--- config.mk ---
export PLATFORM = sky130hd
export DESIGN_NAME = prs_resource_sequencer
export DESIGN_NICKNAME = d
export VERILOG_FILES = /design/src/prs_pkg.sv /design/src/prs_resource_sequencer.sv
export VERILOG_INCLUDE_DIRS = /design/src
export SDC_FILE = /design/constraint.sdc
export NUM_CORES = 2
export LEC_CHECK = 0
export BUFFER_PORTS_ARGS = -buffer_cell sky130_fd_sc_hd__buf_2
export CAP_MARGIN = 20
export CELL_PAD_IN_SITES_DETAIL_PLACEMENT = 2
export CELL_PAD_IN_SITES_GLOBAL_PLACEMENT = 2
export CORE_MARGIN = 4
export CORE_UTILIZATION = 44
export DETAILED_ROUTE_END_ITERATION = 8
export PLACE_DENSITY_LB_ADDON = 0.1
export REMOVE_ABC_BUFFERS = 1
export SLEW_MARGIN = 30
export SYNTH_ARGS = -nofsm -noshare
export SYNTH_HDL_FRONTEND = slang
export SYNTH_SLANG_ARGS = --single-unit
--- constraint.sdc ---
create_clock -name core_clk -period 24.1 [get_ports core_clk]
set_input_delay 4.82 -clock core_clk [delete_from_list [all_inputs] [get_ports core_clk]]
set_output_delay 4.82 -clock core_clk [all_outputs]
set_load 0.1 [all_outputs]
--- src/prs_defines.svh ---
// Offsets, field positions, reset values and timing counts of the resource sequencer.
`ifndef PRS_DEFINES_SVH
`define PRS_DEFINES_SVH
// Register word addresses on the plain register port.
`define PRS_ADDR_MIN_SET     8'h00
`define PRS_ADDR_STATUS      8'h01
`define PRS_ADDR_REQ_TIMER   8'h02
`define PRS_ADDR_SLEEP_CTRL  8'h03
`define PRS_ADDR_WAKE_TIMER  8'h04
`define PRS_ADDR_RETAINED    8'h05
`define PRS_ADDR_DEP_BASE    8'h08
`define PRS_ADDR_DELAY_BASE  8'h10
`define PRS_ADDR_CLKMAP_BASE 8'h18
// Field positions.
`define PRS_STAT_PEND_LSB    8
`define PRS_STAT_MODE_LSB    16
`define PRS_REQT_MASK_LSB    16
`define PRS_SLEEP_DOZE_BIT   0
`define PRS_SLEEP_DEEP_BIT   1
// Reset values.
`define PRS_MIN_SET_RST      8'h07
`define PRS_BOOT_SET         8'h07
`define PRS_BASE_SET         8'h01
`define PRS_DEP_RST          8'h01
`define PRS_DLY_ON_RST       16'h0002
`define PRS_DLY_OFF_RST      16'h0001
`define PRS_CLKMAP_RST       8'h06
`define PRS_WAKE_TIMER_RST   16'h0020
// Low-power oscillator rate in Hz and core clock rate in Hz.
`define PRS_LPO_HZ           32768
`define PRS_CORE_HZ          100000000
`endif

--- src/prs_pkg.sv ---
// Types shared by the resource sequencer.
`default_nettype none
package prs_pkg;
    localparam int PRS_NRES  = 8;
    localparam int PRS_NCORE = 2;

    // Power mode of the chip as seen by the sequencer.
    typedef enum logic [2:0] {
        PRS_OFF,
        PRS_ACTIVE,
        PRS_DOZE,
        PRS_SAVE,
        PRS_DEEP,
        PRS_RESTORE
    } prs_mode_t;

    // Enables of the three main regulators.
    typedef struct packed {
        logic core_switching_regulator;
        logic core_linear_regulator;
        logic low_noise_linear_regulator;
    } prs_regulator_t;

    // Per-resource transition delays in low-power clock ticks.
    typedef struct packed {
        logic [15:0] disable_delay;
        logic [15:0] enable_delay;
    } prs_delay_t;

    // Requests that wake the chip from a sleep mode.
    typedef struct packed {
        logic timer_expired;
        logic external_irq;
        logic host_resume;
    } prs_wake_t;
endpackage
`default_nettype wire

--- src/prs_resource_sequencer.sv ---
// Resource sequencer: power-on control, resource state machine, sleep modes and registers.
//
// The address-and-strobe port and the address map are this design's own decisions.
`default_nettype none
`include "prs_defines.svh"

module prs_resource_sequencer
    import prs_pkg::*;
(
    input  wire logic                 core_clk,                   // System clock, 100 MHz.
    input  wire logic                 sys_rst,                    // Synchronous reset, high.
    input  wire logic                 low_power_osc_clock,        // 32.768 kHz pin, sampled.
    input  wire logic                 wireless_lan_power_on,      // Host power-on, WLAN side.
    input  wire logic                 short_range_radio_power_on, // Host power-on, radio side.
    input  wire logic                 external_wake_irq,          // External wake pin.
    input  wire logic                 host_sdio_resume,           // Host resume over SDIO.
    input  wire logic [PRS_NCORE-1:0] core_clock_request,         // Clock requests from cores.
    input  wire logic [31:0]          core_logic_state,           // Core state to retain.
    input  wire logic [7:0]           reg_addr,                   // Register word address.
    input  wire logic [31:0]          reg_wdata,                  // Register write data.
    input  wire logic                 reg_wr,                     // Write strobe.
    input  wire logic                 reg_rd,                     // Read strobe.
    output logic      [31:0]          reg_rdata,                  // Read data, next cycle.
    output prs_regulator_t            regulator_enable,           // Main regulator enables.
    output logic      [PRS_NRES-1:0]  resource_enable,            // Per-resource enables.
    output logic                      wlan_reset_n,               // WLAN section reset, low.
    output logic                      radio_reset_n,              // Radio section reset, low.
    output logic                      main_clock_enable,          // PLL and crystal run.
    output logic                      core_power_enable,          // Digital core powered.
    output logic                      state_save,                 // Pulse: state captured.
    output logic                      state_restore,              // Pulse: restore valid.
    output logic      [31:0]          restored_state,             // Retained core state.
    output logic                      io_tristate,                // All outputs floated.
    output logic                      input_disable               // Most inputs gated.
);
    localparam logic [PRS_NRES-1:0] BOOT_SET = `PRS_BOOT_SET;

    // Synchronisers for pins from outside the core clock domain.
    logic [1:0] sync_wl;
    logic [1:0] sync_sr;
    logic [1:0] sync_irq;
    logic [1:0] sync_sdio;
    logic [2:0] sync_lpo;

    always_ff @(posedge core_clk)
    begin
        if (sys_rst)
        begin
            sync_wl   <= 2'h0;
            sync_sr   <= 2'h0;
            sync_irq  <= 2'h0;
            sync_sdio <= 2'h0;
            sync_lpo  <= 3'h0;
        end
        else
        begin
            sync_wl   <= {sync_wl[0], wireless_lan_power_on};
            sync_sr   <= {sync_sr[0], short_range_radio_power_on};
            sync_irq  <= {sync_irq[0], external_wake_irq};
            sync_sdio <= {sync_sdio[0], host_sdio_resume};
            sync_lpo  <= {sync_lpo[1:0], low_power_osc_clock};
        end
    end

    // Power-on decode and the sequencer tick from the low-power clock edge.
    wire wl_on     = sync_wl[1];
    wire sr_on     = sync_sr[1];
    wire any_on    = wl_on | sr_on;
    wire power_off = ~wl_on & ~sr_on;
    wire clr       = sys_rst | power_off;
    wire tick      = sync_lpo[1] & ~sync_lpo[2];

    // Configuration and state registers.
    logic [PRS_NRES-1:0] minimum_resource_set;
    logic [PRS_NRES-1:0] dep_table [PRS_NRES];
    prs_delay_t          delay_table [PRS_NRES];
    logic [PRS_NRES-1:0] clock_map [PRS_NCORE];
    logic [15:0]         req_timer;
    logic [PRS_NRES-1:0] req_timer_mask;
    logic [15:0]         wake_timer_load;
    logic [15:0]         wake_count;
    logic [PRS_NRES-1:0] resource_enabled_flag;
    logic [PRS_NRES-1:0] resource_transition_pending;
    logic [15:0]         res_timer [PRS_NRES];
    logic                was_off;
    logic [31:0]         retention_mem;
    prs_mode_t           mode;
    prs_mode_t           next_mode;

    // Write decode.
    wire wr_min   = reg_wr & (reg_addr == `PRS_ADDR_MIN_SET);
    wire wr_reqt  = reg_wr & (reg_addr == `PRS_ADDR_REQ_TIMER);
    wire wr_sleep = reg_wr & (reg_addr == `PRS_ADDR_SLEEP_CTRL);
    wire wr_wake  = reg_wr & (reg_addr == `PRS_ADDR_WAKE_TIMER);
    wire doze_req = wr_sleep & reg_wdata[`PRS_SLEEP_DOZE_BIT];
    wire deep_req = wr_sleep & reg_wdata[`PRS_SLEEP_DEEP_BIT];

    // Request sources combined into one raw request vector.
    logic [PRS_NRES-1:0] clk_req_set;
    always_comb
    begin
        clk_req_set = '0;
        for (int c = 0; c < PRS_NCORE; c++)
            if (core_clock_request[c])
                clk_req_set = clk_req_set | clock_map[c];
    end

    wire [PRS_NRES-1:0] timer_req = (req_timer != 16'h0000) ? req_timer_mask : '0;
    wire [PRS_NRES-1:0] base_req  = any_on ? `PRS_BASE_SET : '0;
    wire [PRS_NRES-1:0] raw_req   = clk_req_set | minimum_resource_set | timer_req | base_req;

    // Required set: requests closed over the dependency table.
    logic [PRS_NRES-1:0] required;
    always_comb
    begin
        required = raw_req;
        for (int k = 0; k < PRS_NRES; k++)
        begin
            for (int i = 0; i < PRS_NRES; i++)
            begin
                if (required[i])
                    required = required | dep_table[i];
            end
        end
    end

    // Dependency checks against the present resource status.
    wire [PRS_NRES-1:0] stable_on = resource_enabled_flag & ~resource_transition_pending;
    wire [PRS_NRES-1:0] powered   = resource_enabled_flag | resource_transition_pending;
    logic [PRS_NRES-1:0] deps_ok;
    logic [PRS_NRES-1:0] has_dependent;
    always_comb
    begin
        deps_ok       = '0;
        has_dependent = '0;
        for (int i = 0; i < PRS_NRES; i++)
        begin
            deps_ok[i] = (dep_table[i] & ~stable_on) == '0;
            for (int j = 0; j < PRS_NRES; j++)
            begin
                if (powered[j] && dep_table[j][i] && (j != i))
                    has_dependent[i] = 1'b1;
            end
        end
    end

    wire [PRS_NRES-1:0] start_on  = ~powered & required & deps_ok;
    wire [PRS_NRES-1:0] start_off = stable_on & ~required & ~has_dependent;

    // Per-resource state: enabled flag, pending flag and transition timer.
    for (genvar g = 0; g < PRS_NRES; g++)
    begin : g_res
        wire [15:0] don  = delay_table[g].enable_delay;
        wire [15:0] doff = delay_table[g].disable_delay;
        wire        boot = BOOT_SET[g];
        always_ff @(posedge core_clk)
        begin
            if (clr)
            begin
                resource_enabled_flag[g]       <= 1'b0;
                resource_transition_pending[g] <= 1'b0;
                res_timer[g]                   <= 16'h0000;
            end
            else if (was_off)
                resource_enabled_flag[g] <= boot;
            else if (tick && resource_transition_pending[g])
            begin
                res_timer[g] <= res_timer[g] - 16'h0001;
                if (res_timer[g] == 16'h0001)
                begin
                    resource_transition_pending[g] <= 1'b0;
                    resource_enabled_flag[g]       <= ~resource_enabled_flag[g];
                end
            end
            else if (tick && start_on[g])
            begin
                resource_enabled_flag[g]       <= (don == 16'h0000);
                resource_transition_pending[g] <= (don != 16'h0000);
                res_timer[g]                   <= don;
            end
            else if (tick && start_off[g])
            begin
                resource_enabled_flag[g]       <= (doff != 16'h0000);
                resource_transition_pending[g] <= (doff != 16'h0000);
                res_timer[g]                   <= doff;
            end
        end
    end

    // Power-up marker: high for one cycle after both inputs were low.
    always_ff @(posedge core_clk)
    begin
        if (sys_rst)
            was_off <= 1'b0;
        else
            was_off <= power_off;
    end

    // Software registers; a shutdown reloads every default.
    always_ff @(posedge core_clk)
    begin
        if (clr)
        begin
            minimum_resource_set <= `PRS_MIN_SET_RST;
            wake_timer_load      <= `PRS_WAKE_TIMER_RST;
            for (int i = 0; i < PRS_NRES; i++)
            begin
                dep_table[i]   <= (i == 0) ? '0 : `PRS_DEP_RST;
                delay_table[i] <= {`PRS_DLY_OFF_RST, `PRS_DLY_ON_RST};
            end
            for (int c = 0; c < PRS_NCORE; c++)
                clock_map[c] <= `PRS_CLKMAP_RST;
        end
        else if (reg_wr)
        begin
            if (wr_min)
                minimum_resource_set <= reg_wdata[PRS_NRES-1:0];
            if (wr_wake)
                wake_timer_load <= reg_wdata[15:0];
            for (int i = 0; i < PRS_NRES; i++)
            begin
                if (reg_addr == `PRS_ADDR_DEP_BASE + 8'(i))
                    dep_table[i] <= reg_wdata[PRS_NRES-1:0];
                if (reg_addr == `PRS_ADDR_DELAY_BASE + 8'(i))
                    delay_table[i] <= reg_wdata;
            end
            for (int c = 0; c < PRS_NCORE; c++)
                if (reg_addr == `PRS_ADDR_CLKMAP_BASE + 8'(c))
                    clock_map[c] <= reg_wdata[PRS_NRES-1:0];
        end
    end

    // Resource request timer: requests its mask until it counts out.
    always_ff @(posedge core_clk)
    begin
        if (clr)
        begin
            req_timer      <= 16'h0000;
            req_timer_mask <= '0;
        end
        else if (wr_reqt)
        begin
            req_timer      <= reg_wdata[15:0];
            req_timer_mask <= reg_wdata[`PRS_REQT_MASK_LSB +: PRS_NRES];
        end
        else if (tick && req_timer != 16'h0000)
            req_timer <= req_timer - 16'h0001;
    end

    // Wake events; the timer counts on low-power ticks only while asleep.
    wire asleep = (mode == PRS_DOZE) || (mode == PRS_DEEP);
    prs_wake_t wake;
    assign wake.timer_expired = asleep & tick & (wake_count == 16'h0001);
    assign wake.external_irq  = sync_irq[1];
    assign wake.host_resume   = sync_sdio[1];
    wire wake_any = wake != '0;

    always_ff @(posedge core_clk)
    begin
        if (clr || !asleep)
            wake_count <= (wake_timer_load == 16'h0000) ? 16'h0001 : wake_timer_load;
        else if (tick && wake_count != 16'h0000)
            wake_count <= wake_count - 16'h0001;
    end

    // Power mode sequencing.
    always_comb
    begin
        next_mode = mode;
        case (mode)
            PRS_OFF:     next_mode = PRS_ACTIVE;
            PRS_ACTIVE:
            begin
                if (deep_req)
                    next_mode = PRS_SAVE;
                else if (doze_req)
                    next_mode = PRS_DOZE;
            end
            PRS_DOZE:    next_mode = wake_any ? PRS_ACTIVE : PRS_DOZE;
            PRS_SAVE:    next_mode = PRS_DEEP;
            PRS_DEEP:    next_mode = wake_any ? PRS_RESTORE : PRS_DEEP;
            PRS_RESTORE: next_mode = PRS_ACTIVE;
            default:     next_mode = PRS_OFF;
        endcase
    end

    always_ff @(posedge core_clk)
    begin
        if (clr)
            mode <= PRS_OFF;
        else
            mode <= next_mode;
    end

    // Retention memory in the always-on domain; captured before the core powers off.
    always_ff @(posedge core_clk)
    begin
        if (clr)
            retention_mem <= 32'h0000_0000;
        else if (mode == PRS_SAVE)
            retention_mem <= core_logic_state;
    end

    // Registered outputs.
    always_ff @(posedge core_clk)
    begin
        if (clr)
        begin
            state_save     <= 1'b0;
            state_restore  <= 1'b0;
            restored_state <= 32'h0000_0000;
        end
        else
        begin
            state_save     <= (mode == PRS_SAVE);
            state_restore  <= (mode == PRS_RESTORE);
            restored_state <= (mode == PRS_RESTORE) ? retention_mem : restored_state;
        end
    end

    // Regulator, reset, clock and pad controls.
    assign resource_enable = any_on ? resource_enabled_flag : '0;
    assign regulator_enable.core_switching_regulator   = resource_enable[0];
    assign regulator_enable.core_linear_regulator      = resource_enable[1];
    assign regulator_enable.low_noise_linear_regulator = resource_enable[2];
    assign wlan_reset_n      = wl_on;
    assign radio_reset_n     = sr_on;
    assign main_clock_enable = any_on & (mode == PRS_ACTIVE || mode == PRS_RESTORE);
    assign core_power_enable = any_on & (mode != PRS_DEEP) & (mode != PRS_OFF);
    assign io_tristate       = power_off;
    assign input_disable     = power_off;

    // Read multiplexer; unmapped addresses read zero.
    logic [31:0] rd_mux;
    always_comb
    begin
        rd_mux = 32'h0000_0000;
        case (reg_addr)
            `PRS_ADDR_MIN_SET:    rd_mux = 32'(minimum_resource_set);
            `PRS_ADDR_STATUS:
            begin
                rd_mux[PRS_NRES-1:0] = resource_enabled_flag;
                rd_mux[`PRS_STAT_PEND_LSB +: PRS_NRES] = resource_transition_pending;
                rd_mux[`PRS_STAT_MODE_LSB +: 3] = mode;
            end
            `PRS_ADDR_REQ_TIMER:  rd_mux = {8'h00, req_timer_mask, req_timer};
            `PRS_ADDR_WAKE_TIMER: rd_mux = {16'h0000, wake_timer_load};
            `PRS_ADDR_RETAINED:   rd_mux = retention_mem;
            default:
            begin
                for (int i = 0; i < PRS_NRES; i++)
                begin
                    if (reg_addr == `PRS_ADDR_DEP_BASE + 8'(i))
                        rd_mux = 32'(dep_table[i]);
                    if (reg_addr == `PRS_ADDR_DELAY_BASE + 8'(i))
                        rd_mux = delay_table[i];
                end
                for (int c = 0; c < PRS_NCORE; c++)
                    if (reg_addr == `PRS_ADDR_CLKMAP_BASE + 8'(c))
                        rd_mux = 32'(clock_map[c]);
            end
        endcase
    end

    // Read data stands only in the cycle after the strobe.
    always_ff @(posedge core_clk)
    begin
        if (sys_rst)
            reg_rdata <= 32'h0000_0000;
        else
            reg_rdata <= reg_rd ? rd_mux : 32'h0000_0000;
    end
endmodule // prs_resource_sequencer
`default_nettype wire

==> impl_metrics.csv <==
group,metric,value,unit
run_status,status,"complete, but fails checks",
run_status,violations,"design-rule violations",
synthesis,synth_cell_types,98,
worst_setup_path,critical_path.max_stage_delay,650,ps
synthesis,synth_top_area_frac,0.4167,
final_layout,layout_commonest_cell,"edfxtp_1",
timing,setup-tns-final,0,ps
worst_setup_path,critical-path-slowest-cell,"nand4_1",
placed_design,gp_congestion,1.011,
floorplan,coreArea,0.07772,mm2
worst_setup_path,critPathRequiredTime,24440,ps
global_route,grt_max_degree,79,
placed_design,dp_hpwl,131.0,mm
clocking,cts_tree,"built",
clocking,cts_made_buffers,76,
detailed_routing,via_per_inst,7.348,
timing,setup_violations,0,
placed_design,pre_cts_slack,4153,ps
synthesis,ys.flop_type,"edfxtp_1",
worst_setup_path,critPathLaunchType,"input port",
timing,layout_min_cycle_time,19700,ps
clocking,worstSkewPairLatency,670,ps
timing,tightest_slew,1065,ps
global_route,overflow,0,
timing,max_freq,0.05075,GHz
floorplan,fp.dieH,288.4,um
timing,setup_slack,4396,ps
worst_setup_path,crit_type,"input port to flip-flop",
detailed_routing,ant_nets,0,
final_layout,nets,3658,
clocking,clk_pin_slew,60,ps
clocking,post-cts-setup-buffers,0,
detailed_routing,wirelength,192.9,mm
worst_setup_path,crit_fanout,16,
synthesis,avgSynthCellArea,10.02,um2
detailed_routing,wl_per_cell,41.35,um
floorplan,pin_count,166,
synthesis,yosysWarnings,0,
timing,finalHoldViolCount,0,
clocking,htreeDepth,3,
worst_setup_path,cp_num_buf_inv,3,
hold_path,hold_depth,2,
timing,finClkSkew,30.36,ps
clocking,root_buffer,"clkbuf_16",
placed_design,place.port_buffers,165,
worst_setup_path,cp_top_family,"compound AO/OA/AOI/OAI gates",
detailed_routing,num_vias,34270,
worst_setup_path,crit_arrival,20040,ps
synthesis,async_flop_share,0,
timing,slew_headroom,0.2827,
timing,rsz0062_at_grt,"false",
timing,min_period_over_period,0.8176,
floorplan,die-area,0.08317,mm2
worst_setup_path,reg2regPathDepth,58,
worst_setup_path,critPathCaptureType,"flip-flop",
synthesis,synth_seq_cells,657,
clocking,cts_buffer_depth,3,
flow_run,cap_violations,0,
final_layout,final_cell_mix,"480 x edfxtp_1, 416 x nor2_1, 407 x nand2_1",
synthesis,synth_area_leaders,"edfxtp_1 42%, dfxtp_1 10%, nor2_1 4.7%, nand2_1 4.4%, a21oi_1 3.7%",
global_route,first_global_vias,35200,
floorplan,start_util,0.4451,
worst_setup_path,cp.depth,57,
worst_setup_path,path_common_cell,"o21ai_2",
detailed_routing,drcViolationCount,3,
synthesis,yosysTopAreaCell,"edfxtp_1",
final_layout,area_delta_synth_final,12.58,%
floorplan,die_w,288.4,um
synthesis,synth-edff-count,480,
global_route,grt_usage,0.4521,
timing,final_max_slew_viol_count,0,
synthesis,yosysSeqAreaShare,0.5191,
final_layout,drive_gt1_frac,0.1416,
power,power_density,71.78,mW/mm2
clocking,cts_resized,0,
global_route,antenna_found_initial,8,
hold_path,hp-class,"flip-flop to flip-flop",
clocking,cts_sinks,657,
power,ir_drop,0.06904,mV
synthesis,netlist_area,0.03459,mm2
synthesis,syn_inst,3454,
power,leakage,14.12,nW
detailed_routing,drtPass1Iterations,9,
clocking,cts_hold_buf,0,
floorplan,rows,102,
detailed_routing,drt_iter0_markers,5403,
global_route,grt_pass1_wl,270.1,mm
==> synth_stat cells (10+ instances only) <==
cell	instances
edfxtp_1	480
and3_1	10
nand3_1	61
and2_1	14
buf_6	13
nand2b_1	21
o2bb2ai_1	37
a22o_1	51
or3_1	16
nor3_1	63
o21ai_1	24
nand2_1	408
ha_1	20
nor2_1	434
a222oi_1	51
a221oi_1	79
xnor2_1	79
a22oi_1	87
nand4_1	21
o221ai_1	24
a221o_1	61
a211oi_1	18
mux2_1	18
mux2i_1	27
mux2_2	52
a21oi_1	256
o21ai_0	101
inv_1	114
buf_1	12
or2_2	10
o31ai_1	17
buf_4	23
a31oi_1	37
buf_2	13
or4_1	21
a21o_1	15
o22ai_1	14
o21ai_2	12
a21oi_2	16
clkbuf_1	150
nor2b_1	28
xor2_1	45
dfxtp_1	177
nor4_1	105
==> final timing paths <==
check / start / endpoint / slack [ps]
worst max-delay path: core_clock_request[1] / res_timer[0][50] / 4400
worst min-delay path: restored_state[15] / restored_state[15] / 460
worst max register to register: req_timer[1] / res_timer[0][50] / 7680
worst min register to register: restored_state[15] / restored_state[15] / 460
==> worst register-to-register path, delay by kind of cell, from the launching register on <==
family	cells	cell delay [ps]
AOI/OAI and AO/OA	45	12120
adders and majority gates	1	160
buffers and inverters	3	550
DFF	1	370
and+or+nand+nor	9	2920
==> area by class of cell <==
cell class / instances / area [um2]
Sequential cell: 657 / 17960
Timing Repair Buffer: 242 / 1424
Fill cell: 7883 / 38780
Clock inverter: 32 / 366.6
Inverter: 115 / 431.7
Tap cell: 1040 / 1301
Antenna cell: 8 / 20.02
Clock buffer: 107 / 2162
Multi-Input combinational cell: 2463 / 15280
==> cell families after synthesis <==
logic type | after synthesis | share of synthesized area
buf+inv | 334 | 0.04330
xor+xnor | 124 | 0.03140
fa+ha+maj | 20 | 0.007234
compound gates | 976 | 0.2048
flops | 657 | 0.5191
mux | 97 | 0.03060
simple gates | 1246 | 0.1636
==> power by group <==
part | internal, mW | switching, mW | total [mW]
Combinational | 0.0722 | 0.182 | 0.254
Sequential | 1.25 | 0.0715 | 1.32
Clock | 0.686 | 0.535 | 1.22
Total | 2.01 | 0.788 | 2.80
==> state kept, by name (all words and copies together), names as in the netlist, 2 cells and up <==
register	count
mode	3
reg_rdata	32
sync_wl	2
dep_table	64
req_timer_mask	8
restored_state	32
sync_sdio	2
wake_timer_load	16
minimum_resource_set	8
res_timer	128
clock_map	16
wake_count	16
delay_table	256
req_timer	16
sync_lpo	3
sync_sr	2
resource_transition_pending	8
sync_irq	2
retention_mem	32
resource_enabled_flag	8
==> metrics by stage <==
step / total power, mW / utilization / instances / instance area, um2 / hold WS, ps
floorplan: 1.435 / - / 3235 / 33530 / 413.8
global placement: 1.554 / 0.4673 / 4516 / 36320 / 418.1
detailed placement: 1.569 / 0.4679 / 4517 / 36360 / 451.2
CTS: 2.777 / 0.5004 / 4656 / 38890 / 460.9
global route: 2.842 / 0.5008 / 4656 / 38920 / 475.6
finish: 2.795 / 0.5011 / 4664 / 38940 / 457.1
==> layer usage <==
| layer | wire length, um | part of all wire | track usage | vias to the layer above |
|---|---|---|---|---|
| li1 | - | - | - | 13270 |
| met1 | 68010 | 0.35 | 0.5545 | 17330 |
| met2 | 87190 | 0.45 | 0.7200 | 2809 |
| met3 | 21820 | 0.11 | 0.1035 | 854 |
| met4 | 15780 | 0.082 | 0.2906 | 6 |
| met5 | 68 | 0.00035 | 0 | - |
Note: power is estimated with default switching activity, not from simulation.
